## src/irqp_consts.svh

```systemverilog
// Offsets, field positions, masks and reset values of the priority and vector base block
// Overview of operation
// RULE1 - Two-bit field: 00 off, else levels 0-2
// RULE2 - Governed requests reach levels zero to two
// RULE3 - Every priority field resets to disabled code
// RULE4 - Reserved bits read zero, writes ignored
// RULE5 - Serial1 idle field bits 5:4, 7:6 reserved
// RULE6 - Serial1 transmit empty field bits 3:2
// RULE7 - Sync serial0 transmit empty field bits 1:0
// RULE8 - Serial0 idle field bits 9:8, 11:10 reserved
// RULE9 - Serial0 transmit empty field bits 7:6
// RULE10 - Timer A channel 3 field bits 5:4
// RULE11 - Timer A channel 2 field bits 3:2
// RULE12 - Converter B done field bits 1:0
// RULE13 - Register six: timers C0, D3-D0, decoder
// RULE14 - Vector base at A, 13 bits, resets zero
// RULE15 - Vector base drives upper 13 address bits
// RULE16 - Winner's eight-bit vector number fills bottom
// RULE17 - Highest level wins, ties lowest index
`ifndef IRQP_CONSTS_SVH
`define IRQP_CONSTS_SVH

// Register offsets
`define IRQP_OFF_STATUS    4'h1
`define IRQP_OFF_MASK      4'h2
`define IRQP_OFF_PRI_FIVE  4'h5
`define IRQP_OFF_PRI_SIX   4'h6
`define IRQP_OFF_PRI_EIGHT 4'h8
`define IRQP_OFF_PRI_NINE  4'h9
`define IRQP_OFF_VBASE     4'hA

// Writable bit masks; all other bits are reserved
`define IRQP_WMASK_PRI_FIVE  16'h003F
`define IRQP_WMASK_PRI_SIX   16'hFFCF
`define IRQP_WMASK_PRI_EIGHT 16'h03FC
`define IRQP_WMASK_PRI_NINE  16'h0003
`define IRQP_WMASK_VBASE     16'h1FFF
`define IRQP_WMASK_EVENTS    16'h7FFF

// Reset values
`define IRQP_RST_WORD  16'h0000
`define IRQP_RST_VAB   21'h00_0000

// Number of governed requests
`define IRQP_NUM_REQ   15

`endif

```

## src/irqp_pkg.sv

```systemverilog
// Types shared by the priority and vector base block
package irqp_pkg;
  // Priority field code; a larger code is a higher level
  typedef enum logic [1:0] {
    IRQP_LVL_OFF = 2'b00,
    IRQP_LVL_0   = 2'b01,
    IRQP_LVL_1   = 2'b10,
    IRQP_LVL_2   = 2'b11
  } irqp_level_t;
endpackage : irqp_pkg

```

## src/irqp_vector_base.sv

```systemverilog
// Priority level fields, vector base register and vector selection for the core
//
// Decided for this implementation: the plain strobed port.
`timescale 1ns/10ps
`default_nettype none
`include "irqp_consts.svh"

module irqp_vector_base #(
  parameter logic [7:0] VECTOR_FIRST = 8'h40
) (
  input  wire logic                       clk,
  input  wire logic                       reset,
  input  wire logic [3:0]                 reg_addr,
  input  wire logic [15:0]                reg_wdata,
  input  wire logic                       reg_wr,
  input  wire logic                       reg_rd,
  output logic [15:0]                     reg_rdata,
  input  wire logic [`IRQP_NUM_REQ-1:0]   req_pending,
  output logic                            irq_out,
  output logic                            core_irq_valid,
  output logic [1:0]                      core_irq_level,
  output logic [20:0]                     vector_address_bus
);

  localparam int NREQ = `IRQP_NUM_REQ;

  // Register state
  logic [15:0] pri_five_r;
  logic [15:0] pri_six_r;
  logic [15:0] pri_eight_r;
  logic [15:0] pri_nine_r;
  logic [15:0] vector_table_base_r;
  logic [15:0] status_r;
  logic [15:0] mask_r;
  logic [15:0] rdata_r;
  logic        irq_r;
  logic        valid_r;
  logic [1:0]  level_r;
  logic [20:0] vab_r;

  // Next values
  logic [15:0] pri_five_nxt;
  logic [15:0] pri_six_nxt;
  logic [15:0] pri_eight_nxt;
  logic [15:0] pri_nine_nxt;
  logic [15:0] vbase_nxt;
  logic [15:0] status_nxt;
  logic [15:0] mask_nxt;
  logic [15:0] rdata_nxt;
  logic [20:0] vab_nxt;

  // Address decode
  wire sel_status = (reg_addr == `IRQP_OFF_STATUS);
  wire sel_mask   = (reg_addr == `IRQP_OFF_MASK);
  wire sel_five   = (reg_addr == `IRQP_OFF_PRI_FIVE);
  wire sel_six    = (reg_addr == `IRQP_OFF_PRI_SIX);
  wire sel_eight  = (reg_addr == `IRQP_OFF_PRI_EIGHT);
  wire sel_nine   = (reg_addr == `IRQP_OFF_PRI_NINE);
  wire sel_vbase  = (reg_addr == `IRQP_OFF_VBASE);

  // Writes keep only the implemented bits
  assign pri_five_nxt  = (reg_wr && sel_five)
                       ? (reg_wdata & `IRQP_WMASK_PRI_FIVE) : pri_five_r;    // RULE4
  assign pri_six_nxt   = (reg_wr && sel_six)
                       ? (reg_wdata & `IRQP_WMASK_PRI_SIX) : pri_six_r;      // RULE13
  assign pri_eight_nxt = (reg_wr && sel_eight)
                       ? (reg_wdata & `IRQP_WMASK_PRI_EIGHT) : pri_eight_r;  // RULE4
  assign pri_nine_nxt  = (reg_wr && sel_nine)
                       ? (reg_wdata & `IRQP_WMASK_PRI_NINE) : pri_nine_r;    // RULE4
  assign vbase_nxt     = (reg_wr && sel_vbase)
                       ? (reg_wdata & `IRQP_WMASK_VBASE) : vector_table_base_r; // RULE14
  assign mask_nxt      = (reg_wr && sel_mask)
                       ? (reg_wdata & `IRQP_WMASK_EVENTS) : mask_r;

  // Sticky status: a pending line sets its bit, writing one clears, set wins
  wire [15:0] status_clr = (reg_wr && sel_status) ? reg_wdata : `IRQP_RST_WORD;
  wire [15:0] status_set = {1'b0, req_pending} & `IRQP_WMASK_EVENTS;
  assign status_nxt = (status_r & ~status_clr) | status_set;

  // Read multiplexer; unmapped offsets and reserved bits read zero
  wire [15:0] rd_mux = sel_status ? status_r
                     : sel_mask   ? mask_r
                     : sel_five   ? pri_five_r
                     : sel_six    ? pri_six_r
                     : sel_eight  ? pri_eight_r
                     : sel_nine   ? pri_nine_r
                     : sel_vbase  ? vector_table_base_r
                     : `IRQP_RST_WORD;                                       // RULE4
  assign rdata_nxt = reg_rd ? rd_mux : `IRQP_RST_WORD;

  // Per-request priority field extraction
  logic [1:0] req_level [NREQ];
  assign req_level[0]  = pri_five_r[1:0];     // RULE7
  assign req_level[1]  = pri_five_r[3:2];     // RULE6
  assign req_level[2]  = pri_five_r[5:4];     // RULE5
  assign req_level[3]  = pri_eight_r[3:2];    // RULE11
  assign req_level[4]  = pri_eight_r[5:4];    // RULE10
  assign req_level[5]  = pri_eight_r[7:6];    // RULE9
  assign req_level[6]  = pri_eight_r[9:8];    // RULE8
  assign req_level[7]  = pri_nine_r[1:0];     // RULE12
  assign req_level[8]  = pri_six_r[1:0];      // RULE13
  assign req_level[9]  = pri_six_r[3:2];      // RULE13
  assign req_level[10] = pri_six_r[7:6];      // RULE13
  assign req_level[11] = pri_six_r[9:8];      // RULE13
  assign req_level[12] = pri_six_r[11:10];    // RULE13
  assign req_level[13] = pri_six_r[13:12];    // RULE13
  assign req_level[14] = pri_six_r[15:14];    // RULE13

  // Arbitration chain from the top index down so the lowest index wins ties
  logic [1:0] chain_rank [NREQ+1];
  logic [7:0] chain_idx  [NREQ+1];
  assign chain_rank[NREQ] = irqp_pkg::IRQP_LVL_OFF;
  assign chain_idx[NREQ]  = 8'h00;

  genvar gi;
  generate
    // Each stage compares with the stages above it, so the loop may count upwards
    for (gi = 0; gi < NREQ; gi++) begin : g_arb
      // Code 00 never competes; codes 01 to 11 rank as levels 0 to 2
      wire       live = status_r[gi] && mask_r[gi]
                        && (req_level[gi] != irqp_pkg::IRQP_LVL_OFF);           // RULE1
      wire [1:0] rank = live ? req_level[gi] : irqp_pkg::IRQP_LVL_OFF;          // RULE2
      wire       take = live && (rank >= chain_rank[gi+1]);                     // RULE17
      assign chain_rank[gi] = take ? rank : chain_rank[gi+1];
      assign chain_idx[gi]  = take ? 8'(gi) : chain_idx[gi+1];
    end
  endgenerate

  wire        any_live   = (chain_rank[0] != irqp_pkg::IRQP_LVL_OFF);
  wire [7:0]  win_vector = VECTOR_FIRST + chain_idx[0];                        // RULE16
  // Vector base on top, winner's vector number below
  assign vab_nxt = {vector_table_base_r[12:0], win_vector};                    // RULE15

  // Priority and vector base registers, all cleared to zero at reset
  always_ff @(posedge clk or posedge reset) begin
    if (reset) begin
      pri_five_r          <= `IRQP_RST_WORD;   // RULE3
      pri_six_r           <= `IRQP_RST_WORD;   // RULE3
      pri_eight_r         <= `IRQP_RST_WORD;   // RULE3
      pri_nine_r          <= `IRQP_RST_WORD;   // RULE3
      vector_table_base_r <= `IRQP_RST_WORD;   // RULE14
    end else begin
      pri_five_r          <= pri_five_nxt;
      pri_six_r           <= pri_six_nxt;
      pri_eight_r         <= pri_eight_nxt;
      pri_nine_r          <= pri_nine_nxt;
      vector_table_base_r <= vbase_nxt;
    end
  end

  // Status, mask and read data
  always_ff @(posedge clk or posedge reset) begin
    if (reset) begin
      status_r <= `IRQP_RST_WORD;
      mask_r   <= `IRQP_RST_WORD;
      rdata_r  <= `IRQP_RST_WORD;
    end else begin
      status_r <= status_nxt;
      mask_r   <= mask_nxt;
      rdata_r  <= rdata_nxt;
    end
  end

  // Outputs towards the core
  always_ff @(posedge clk or posedge reset) begin
    if (reset) begin
      irq_r   <= 1'b0;
      valid_r <= 1'b0;
      level_r <= 2'b00;
      vab_r   <= `IRQP_RST_VAB;
    end else begin
      irq_r   <= |(status_r & mask_r);
      valid_r <= any_live;
      level_r <= chain_rank[0];
      vab_r   <= vab_nxt;
    end
  end

  assign reg_rdata          = rdata_r;
  assign irq_out            = irq_r;
  assign core_irq_valid     = valid_r;
  assign core_irq_level     = level_r;
  assign vector_address_bus = vab_r;

endmodule : irqp_vector_base
`default_nettype wire

```

## config.mk

```make
export PLATFORM = sky130hd
export DESIGN_NAME = irqp_vector_base
export DESIGN_NICKNAME = d
export VERILOG_FILES = /design/src/irqp_pkg.sv /design/src/irqp_vector_base.sv
export VERILOG_INCLUDE_DIRS = /design/src
export SDC_FILE = /design/constraint.sdc
export NUM_CORES = 1
export LEC_CHECK = 0
export BUFFER_PORTS_ARGS = -buffer_cell sky130_fd_sc_hd__buf_2
export CAP_MARGIN = 15
export CORE_MARGIN = 4
export CORE_UTILIZATION = 30
export CTS_BUF_LIST = sky130_fd_sc_hd__clkbuf_2
export CTS_CLUSTER_SIZE = 12
export DETAILED_ROUTE_END_ITERATION = 16
export GPL_TIMING_DRIVEN = 0
export RECOVER_POWER = 25
export SLEW_MARGIN = 30
export SYNTH_ARGS = -nofsm -noshare
export SYNTH_HDL_FRONTEND = slang
export SYNTH_SLANG_ARGS = --single-unit
```

## constraint.sdc

```tcl
create_clock -name clk -period 16.5 [get_ports clk]
set_clock_uncertainty 0.05 [all_clocks]
set_input_delay 3.3 -clock clk [delete_from_list [all_inputs] [get_ports clk]]
set_output_delay 3.3 -clock clk [all_outputs]
set_load 0.05 [all_outputs]
```

; After elaboration in Yosys (flattened, before gate mapping)
; Index checks and enable logic that the tools add are counted.
; Widths: inputs -> output; s select.
[word_totals]
ff_bits = 115
in_bits = 39
output_inout_bits = 41
word_cells = 162
[classes]
n_addsub = 1
order_cmp = 15
eq_ne = 7
n_mux = 54
n_bitwise = 4
n_reduce_logical = 69
[op_table]
columns = operator, count
row1 = $mux 8, 14
row2 = $mux 16, 6
row3 = $mux 2, 30
row4 = $logic_and 1x1->1, 52
row5 = $mux 13, 3
row6 = $reduce_bool 2->1, 16
row7 = $ge 2x2->1, 14
row8 = $and 16x15->16, 1
row9 = $and 16x16->16, 1
row10 = $not 16->16, 1
row11 = $or 16x15->16, 1
row12 = $reduce_or 16->1, 1
row13 = $eq 4x4->1 const B, 3
row14 = $add 7x8->8 const A, 1
row15 = $eq 4x3->1 const B, 2
row16 = $eq 4x1->1 const B, 1
row17 = $eq 4x2->1 const B, 1
row18 = $mux 4, 1
row19 = $ge 2x1->1 const B, 1

; Depth between registers and ports, before layout
; Gate-level depths: netlist (run 1).
[depth]
word_depth = 49
mapped_depth = 85

; Worst setup path after synthesis (run 1)
; Ideal clock, no wire load.
[synth_timing]
kind = register to register
start = register status_r[13]
end = register vab_r[3], in the netlist vector_address_bus[3]
t_arrival_ns = 15.508
setup_slack_ns = 0.860
stages_incl_launch_ff = 83
n_path_buf = 0
synth_period_minus_slack_ns = 15.640
cell_sequence = dfrtp_1 and3_1 ha_1 o211ai_1 or3b_1 o21ai_2 ha_1 or3b_2 and3_1 o21ai_0 ha_1 nor3b_1 or3b_2 nand2_1 o21ai_1 inv_1 ha_1 o211ai_1 (+47 left out) nor2_1 and2_1 nor4_4 a211oi_2 inv_1 ha_1 nand2b_1 a21oi_1 nor2_1 and2_1 o21ai_1 ha_1 nand2b_1 a21oi_1 nor2_1 nor3_1 nand3_1 a31oi_1
[synth_rtl]
columns = item, line_no
row1 = start: declaration, irqp_vector_base.sv:33  ; logic [15:0] status_r;
row2 = start signal: assignment, irqp_vector_base.sv:154  ; status_r <= `IRQP_RST_WORD;
row3 = start signal: assignment, irqp_vector_base.sv:158  ; status_r <= status_nxt;
row4 = end signal: assignment, irqp_vector_base.sv:170  ; vab_r <= `IRQP_RST_VAB;
row5 = end signal: assignment, irqp_vector_base.sv:175  ; vab_r <= vab_nxt;
row6 = end: declaration, irqp_vector_base.sv:39  ; logic [20:0] vab_r;

==> results of run 1 <==
## power groups by stage
stage,Clock (W),Combinational (W),Sequential [W]
3_5_place_dp,0,0.000662,0.000383
5_1_grt,0.000158,0.000953,0.000387
2_1_floorplan,0,0.000459,0.000429
6_report,0.000143,0.000862,0.000379
3_3_place_gp,0,0.000653,0.000382
4_1_cts,0.000151,0.000713,0.000377
## kinds of logic after synthesis
logic type,synth area share
adders and majority gates,0.0573
DFF,0.458
other,0.00123
and+or+nand+nor,0.176
muxes,0.124
AOI/OAI and AO/OA,0.161
buffers and inverters,0.0229
## cells in the final DEF, fill, tap and decap left out, drive strengths merged, types with 6 or more instances in the layout
cell / instances
o211a: 6
nor2: 44
a21oi: 27
nor3b: 9
o21a: 7
buf: 117
nor3: 10
clkbuf: 19
mux2: 60
nand2: 58
nor2b: 6
a21o: 17
a22oi: 11
and2: 8
o211ai: 9
inv: 17
and3: 23
or3b: 8
nand3: 25
a222oi: 7
ha: 28
nand2b: 11
o21ai: 27
dfrtp: 112
mux2i: 8
a31oi: 7
## routing by layer
metal | global-route usage | up-vias | share of wire
met4 | 0.0567 | 0 | 0.023
met1 | 0.223 | 2486 | 0.46
met5 | 0 | - | 0
met2 | 0.242 | 160 | 0.46
li1 | - | 2422 | -
met3 | 0.0328 | 28 | 0.058
## registers in the layout (all words and copies together), names as in the netlist
register,flops
pri_six_r,14
vector_table_base_r,13
pri_five_r,6
pri_eight_r,8
vector_address_bus,18
pri_nine_r,2
mask_r,15
reg_rdata,16
irq_out,1
core_irq_level,2
status_r,16
core_irq_valid,1
## metrics by stage
| stage | TNS [ps] | hold WS [ps] |
|---|---|---|
| after floorplan | 0 | 318 |
| after global placement | -4410 | 330 |
| after detailed placement | -4520 | 333 |
| after CTS | 0 | 381 |
| after global routing | -754 | 401 |
| final | 0 | 368 |
## final cells by class
| type | count | share of cell area |
|---|---|---|
| multi-input combinational | 449 | 0.467 |
| timing repair buffer | 110 | 0.0858 |
| clock inverter | 5 | 0.0103 |
| tap | 265 | 0.0435 |
| inverter | 17 | 0.00853 |
| clock buffer | 11 | 0.00722 |
| buffer | 15 | 0.0100 |
| antenna | 1 | 0.000328 |
| sequential | 112 | 0.368 |
## final timing paths
| check | endpoint | slack, ps | depth (start not counted) |
|---|---|---|---|
| min in group asynchronous | reg_rdata[8] | 3280 | 2 |
| max reg2reg | vector_address_bus[2] | 660 | 81 |
| max | vector_address_bus[2] | 660 | 81 |
| min reg2reg | vector_address_bus[9] | 370 | 0 |
| max in group asynchronous | core_irq_level[0] | 11880 | 2 |
| min | vector_address_bus[9] | 370 | 0 |
## what timing repair did
| action | in CTS | in global routing |
|---|---|---|
| endpoints found under the setup margin | 7 | 7 |
| resized for setup | 28 | 71 |
| setup buffers | 13 | 21 |
| pin swaps | 3 | 35 |
| hold endpoints to repair | 0 | 0 |
==> reports/metrics.csv, run 1 <==
metric,value,unit
Final Hold Viols,0,
Die X-Extent,151,um
relative slew slack,-0.779,
router iterations before antenna repair,5,
Final setup viols,0,
core area,0.0198,mm^2
"count leader, synth",dfrtp_1,
total CTS buffers,9,
clock buffer depth,2,
post-place setup slack,-965,ps
clock root buffer,clkbuf_2,
gpl congestion,0.911,
Post-synth EDFFs,0,
sequential fraction of the synthesis area,0.458,
Synth Warn #,0,
drc violations,0,
CTS Hold Bufs,0,
Unique masters post-synth,57,
#FFs+latches synth,112,
Port Buf Inserts,75,
critical path's slowest cell,dfrtp_1,
DP HPWL,12800,um
Filler Cell Count,2016,
outcome,"finished, violations left",
Max Cap Violations,1,
Post-Synthesis Cells,591,
Tot Pwr,0.00138,W
vias,5096,
RR Startpoint,status_r[13],
antenna violations before repair,1,
Internal,0.000778,W
top cell type's share of synthesized area,0.458,
Clk pwr share,0.103,
non-filler cells in the finished layout,985,
multi-input logic area,0.00356,mm^2
Critical Path Fanout Max,6,
Setup crit start,status_r[13],
crit start category,flip-flop,
Tot GR Track Use,0.159,
chip height,151,um
overflow left after global routing,0,
sw frac,0.438,
Buffers & Inverters on Critical Path,7,
IO Count,80,
failing checks,"max-capacitance violations, max-slew violations",
Register Area,0.00280,mm^2
H-tree Lvls,3,
clock-pin slew on the worst setup and hold paths,310,ps
clk sinks,112,
syn avg cell area,10.3,um^2
pwr dens,181,mW/mm^2
CP required,17040,ps
register share of total power,0.274,
Hold Path Class,reg -> reg,
post-layout instance area,0.00762,mm^2
Max Clk Rate,63.1,MHz
Initial Util,0.309,
setup ws final,658,ps
crit path DAT,16380,ps
"delay-heaviest family, CP",simple AND/OR/NAND/NOR gates,
Mapped Area,0.00611,mm^2
nature of the critical path endpoint,flip-flop,
Logic pwr share,0.623,
Synth area leaders,"dfrtp_1, mux2_2, ha_1, nand2_1, nor2_1",
hold_sp,vector_table_base_r[1],
pin count of the biggest net entering global routing,58,
number of nets in the layout,781,
Starting DRT DRC Count,332,
Commonest cells post-synth,"dfrtp_1, mux2_2, nand2_1, nor2_1, ha_1",
worst slew pin tran,2650,ps
Layout area overhead,24.7,%
DP Area,0.00687,mm^2
Detail Route Antenna Nets,0,
overall die area,0.0227,mm^2
clk_lat worst skew,660,ps
Post-synth ARST share,1.00,
first-pass GRT wire length,27600,um
Placed Cells,934,
fin util,0.385,
drt total wl,17900,um
Most used DFF post-synth,dfrtp_1,
Via density,5.17,
Net Switching,0.000605,W
vias in the first global route,4984,
fin. max-slew vios,57,
VDD IR-drop max,72.9,uV
"Min Clock Period, post-route",15840,ps
leak pwr,3.43,nW
Setup CP Type,reg -> reg,
proportion of layout cells with a drive suffix above 1,0.381,
top cell type by total area after synthesis,dfrtp_1,
drt wl/cell,18.2,um
Worst path max stage delay,470,ps
Core Rows,51,
CTS tree,built,
Final period util,0.960,
No activity file was read; power rests on OpenSTA's default activity.
==> run 2: changes to the inputs <==
Settings changed: MAX_ROUTING_LAYER from default to met4.
Clock period 16.5 ns to 12.8 ns, I/O delays scaled along.
==> reports/metrics.csv, run 2 (same netlist as run 1, synthesis figures left out) <==
metric,value,unit,change
CP required,13370,ps,-3670 ps
Worst path max stage delay,460,ps,about the same
reg2reg path depth,84,,+3.7%
vias,5212,,+2.3%
CTS tree,built,,
failing checks,"max-capacitance violations, max-slew violations, negative setup slack",,
leak pwr,3.56,nW,+3.7%
chip height,151,um,unchanged
H-tree Lvls,3,,unchanged
pin count of the biggest net entering global routing,69,,+19%
pwr dens,260,mW/mm^2,+43%
hold_sp,vector_table_base_r[12],,
reg-to-reg setup timing slack,-2560,ps,-3220 ps
Port Buf Inserts,75,,unchanged
unrepaired setup endpoints after global routing,true,,
Final Hold Viols,0,,unchanged
"Min Clock Period, post-route",15360,ps,-482 ps
antenna violations before repair,1,,unchanged
"delay-heaviest family, CP",simple AND/OR/NAND/NOR gates,,
Setup CP Type,reg -> reg,,
relative slew slack,-1.49,,-0.712
post-place setup slack,-3280,ps,-2310 ps
proportion of layout cells with a drive suffix above 1,0.434,,+0.0531
Die X-Extent,151,um,unchanged
Hold Path Class,reg -> reg,,
outcome,"finished, violations left",,
drc violations,0,,unchanged
Critical Path Fanout Max,5,,-1
overflow left after global routing,0,,unchanged
RR Startpoint,mask_r[13],,
IO Count,80,,unchanged
first-pass GRT wire length,28800,um,+4.3%
Max Clk Rate,65.1,MHz,+3.1%
post-layout instance area,0.00801,mm^2,+5.0%
clk_lat worst skew,670,ps,about the same
gpl congestion,0.919,,+0.90%
Initial Util,0.309,,unchanged
critical path's slowest cell,dfrtp_1,,
overall die area,0.0227,mm^2,unchanged
nature of the critical path endpoint,flip-flop,,
Hold Path Stages,0,,unchanged
Tot GR Track Use,0.171,,+0.0124
crit start category,flip-flop,,
total CTS buffers,9,,unchanged
hold endpoint,vector_address_bus[20],,
clock root buffer,clkbuf_2,,
core area,0.0198,mm^2,unchanged
VDD IR-drop max,95.1,uV,+30%
vias in the first global route,5230,,+4.9%
router iterations before antenna repair,6,,+1
Final setup viols,7,,+7
drt wl/cell,18.5,um,+2.1%
most frequent cells in the layout,"dfrtp_1, buf_2, mux2_2",,
Via density,5.20,,+0.44%
Core Rows,51,,unchanged
"most common cell after layout, fill and taps aside",dfrtp_1,,
Worst R2R End,vector_address_bus[3],,
DP Area,0.00708,mm^2,+3.0%
Buffers & Inverters on Critical Path,7,,unchanged
setup_tns,-17280,ps,"-17,280 ps"
Largest register FFs,18,,unchanged
Final period util,1.20,,+0.240
Starting DRT DRC Count,359,,+8.1%
clk sinks,112,,unchanged
fin util,0.405,,+0.0194
crit path DAT,15930,ps,-450 ps
fin. max-slew vios,115,,+100%
DP HPWL,13100,um,+2.0%
cell mode on critical path,or3b_4,,
worst slew pin tran,3740,ps,+1080 ps
drt total wl,18600,um,+3.9%
Layout area overhead,31.0,%,
Max Cap Violations,2,,+1
number of nets in the layout,799,,+2.3%
setup ws final,-2560,ps,-3220 ps
Detail Route Antenna Nets,0,,unchanged
clock buffer depth,2,,unchanged
clock-pin slew on the worst setup and hold paths,320,ps,about the same
-- run 2: cell type report --
cell class,instances,area (um^2)
Clock buffer,9,45.0
Clock inverter,7,78.8
Tap cell,265,332
Inverter,17,65.1
Sequential cell,112,2800
Antenna cell,1,2.50
Multi-Input combinational cell,449,3840
Fill cell,1976,11800
Timing Repair Buffer,129,777
Buffer,14,65.1
-- run 2: where the power goes --
| group | internal, W | leakage, nW | switching (W) |
|---|---|---|---|
| logic | 0.000699 | 2.15 | 0.000717 |
| clock network | 0.0000475 | 0.0721 | 0.000126 |
| registers | 0.000424 | 1.34 | 0.0000662 |
-- run 2: worst max-delay path by stage --
| stage | startpoint | to | cells past startpoint |
|---|---|---|---|
| floorplan | mask_r[13] | vector_address_bus[3] | 81 |
| global placement | status_r[14] | vector_address_bus[3] | 84 |
| detailed placement | status_r[14] | vector_address_bus[3] | 83 |
| CTS | pri_six_r[13] | vector_address_bus[2] | 82 |
| global route | pri_six_r[13] | vector_address_bus[2] | 84 |
| finish | mask_r[13] | vector_address_bus[3] | 84 |
-- run 2: through the flow --
stage,hold slack [ps],power (W),cells
after floorplan,318,0.00122,593
after global placement,336,0.00142,933
after detailed placement,335,0.00143,934
after CTS,379,0.00182,988
after global routing,396,0.00223,1003
final,381,0.00208,1003
-- run 2: routing by layer --
layer,share of wire,track usage,up-vias
met2,0.46,0.258,151
met5,0,-,-
li1,-,-,2453
met3,0.060,0.0340,23
met4,0.021,0.0530,0
met1,0.46,0.233,2585
-- run 2: what timing repair did --
action	CTS	global route
gates resized for setup	41	42
pin swaps	41	48
hold buffers	0	0
buffers inserted	38	17
setup endpoints to repair	7	7
==> run 3: changes to the inputs <==
Settings changed: ABC_AREA from default to 1, GPL_ROUTABILITY_DRIVEN from default to 0.
==> reports/metrics.csv, run 3 <==
metric,value,unit,change
critical path's slowest cell,dfrtp_1,,
Placed Cells,1098,,+18%
total CTS buffers,9,,unchanged
#FFs+latches synth,112,,unchanged
Synth Warn #,0,,unchanged
nature of the critical path endpoint,flip-flop,,
setup_tns,0,ps,"+17,280 ps"
crit start category,flip-flop,,
Layout area overhead,26.1,%,
IO Count,80,,unchanged
outcome,"finished, violations left",,
Filler Cell Count,2034,,+2.9%
worst slew pin tran,3900,ps,+162 ps
Setup CP Type,reg -> reg,,
Buffers & Inverters on Critical Path,10,,+3
overflow left after global routing,0,,unchanged
sequential fraction of the synthesis area,0.468,,+0.0101
failing checks,"max-capacitance violations, max-slew violations",,
Max Clk Rate,81.5,MHz,+25%
Final period util,0.958,,-0.242
drc violations,0,,unchanged
worst hold slack,398,ps,+17.1 ps
Largest register FFs,18,,unchanged
Synth area leaders,"dfrtp_1, nand2_1, o21ai_0, inv_1, ha_1",,
clock-pin slew on the worst setup and hold paths,310,ps,about the same
syn avg cell area,7.94,um^2,-23%
router iterations before antenna repair,5,,-1
pin count of the biggest net entering global routing,74,,+7.2%
Post-synth EDFFs,0,,unchanged
Tot GR Track Use,0.161,,-0.0100
drt wl/cell,15.5,um,-16%
Via density,4.71,,-9.4%
"count leader, synth",nand2_1,,
chip height,149,um,-1.0%
top cell type by total area after synthesis,dfrtp_1,,
Final setup viols,0,,-7
multi-input logic area,0.00306,mm^2,-20%
DP HPWL,12800,um,-2.0%
CP required,13330,ps,-40 ps
Register Area,0.00280,mm^2,unchanged
"Min Clock Period, post-route",12270,ps,-3090 ps
Port Buf Inserts,76,,+1.3%
overall die area,0.0223,mm^2,-2.0%
cell mode on critical path,nand2_2,,
first-pass GRT wire length,27000,um,-6.1%
Core Rows,51,,unchanged
CTS Hold Bufs,0,,unchanged
antenna violations before repair,1,,unchanged
core area,0.0195,mm^2,-1.3%
drt total wl,17700,um,-4.6%
Post-synth ARST share,1.00,,unchanged
Commonest cells post-synth,"nand2_1, inv_1, dfrtp_1, o21ai_0, nor2_1",,
CTS tree,built,,
clock buffer depth,2,,unchanged
Initial Util,0.306,,-0.00269
Final Hold Viols,0,,unchanged
Starting DRT DRC Count,415,,+16%
most frequent cells in the layout,"nand2_1, dfrtp_1, inv_1",,
Hold Path Class,reg -> reg,,
leak pwr,3.76,nW,+5.5%
non-filler cells in the finished layout,1146,,+14%
clk_lat worst skew,670,ps,about the same
vias in the first global route,5127,,-2.0%
top cell type's share of synthesized area,0.468,,+0.0101
"most common cell after layout, fill and taps aside",nand2_1,,
Unique masters post-synth,40,,-30%
Worst path max stage delay,480,ps,+20 ps
clock root buffer,clkbuf_2,,
Post-Synthesis Cells,754,,+28%
Die X-Extent,149,um,-1.0%
Detail Route Antenna Nets,0,,unchanged
crit path DAT,12790,ps,-3140 ps
Max Cap Violations,2,,unchanged
Mapped Area,0.00598,mm^2,-2.1%
VDD IR-drop max,74.2,uV,-22%
proportion of layout cells with a drive suffix above 1,0.280,,-0.155
"delay-heaviest family, CP",simple AND/OR/NAND/NOR gates,,
pwr dens,204,mW/mm^2,-21%
relative slew slack,-1.60,,-0.108
vias,5396,,+3.5%
Critical Path Fanout Max,4,,-1
clk sinks,112,,unchanged
Most used DFF post-synth,dfrtp_1,,
number of nets in the layout,942,,+18%
H-tree Lvls,3,,unchanged
fin. max-slew vios,115,,unchanged
run 3: final timing paths:
path	start	endpoint	slack [ps]	cells after the start
setup / recovery	mask_r[14]	vector_address_bus[3]	530	96
hold / removal	vector_table_base_r[11]	vector_address_bus[19]	400	0
setup reg to reg	mask_r[14]	vector_address_bus[3]	530	96
hold reg to reg	vector_table_base_r[11]	vector_address_bus[19]	400	0
max in group asynchronous	reset	pri_six_r[8]	6230	3
min in group asynchronous	reset	reg_rdata[10]	2210	2
run 3: power by group:
part | total [W] | switching (W) | leakage (nW) | internal (W)
clock network | 0.000199 | 0.000130 | 0.0882 | 0.0000691
logic | 0.000880 | 0.000526 | 2.31 | 0.000354
registers | 0.000459 | 0.0000424 | 1.36 | 0.000417
run 3: what timing repair did:
item / 4_1_cts / 5_1_grt
pin swaps: 17 / 64
endpoints found under the setup margin: 7 / 7
buffers inserted: 15 / 16
endpoints found under the hold margin: 0 / 0
resized for setup: 28 / 88
run 3: per-stage QoR:
stage                     power [W]  area (um^2)  worst slack, ps  utilization
final                       0.00154         7540              534        0.386
after global routing        0.00167         7540             -291        0.386
after CTS                   0.00136         7100             3.57        0.363
after detailed placement    0.00108         6740             -964        0.345
after global placement      0.00107         6700             -756        0.343
after floorplan            0.000936         5990              698            -
run 3: area by class of cell:
| type | instances | area share |
|---|---|---|
| Clock buffer | 9 | 0.00597 |
| Clock inverter | 7 | 0.0156 |
| Sequential cell | 112 | 0.371 |
| Timing Repair Buffer | 108 | 0.0837 |
| Buffer | 17 | 0.00995 |
| Tap cell | 265 | 0.0439 |
| Multi-Input combinational cell | 501 | 0.406 |
| Antenna cell | 1 | 0.000332 |
| Inverter | 126 | 0.0632 |
run 3: worst register-to-register path: cells and delay by family (launching register included):
family                   cells  cell delay (ps)
flip-flops                   1              480
adder cells (fa/ha/maj)     14             3610
buffers and inverters       10              730
AO/OA/AOI/OAI               13             1500
AND/OR/NAND/NOR             59             5850
run 3: routing by layer:
metal	up-vias	wire (um)	track usage
met5	-	0	-
met4	0	501	0.0627
met3	30	735	0.0204
met2	135	8640	0.257
met1	2568	7860	0.210
li1	2663	-	-
run 3: cells by family (layout without fill, tap and decap cells):
kind of cell / Yosys count / count (layout) / synth area share
AND/OR/NAND/NOR: 320 / 320 / 0.238
AO/OA/AOI/OAI: 149 / 149 / 0.143
buffers and inverters: 143 / 267 / 0.0916
flip-flops: 112 / 112 / 0.468
adder cells (fa/ha/maj): 28 / 28 / 0.0586
other: 2 / 5 / 0.00126
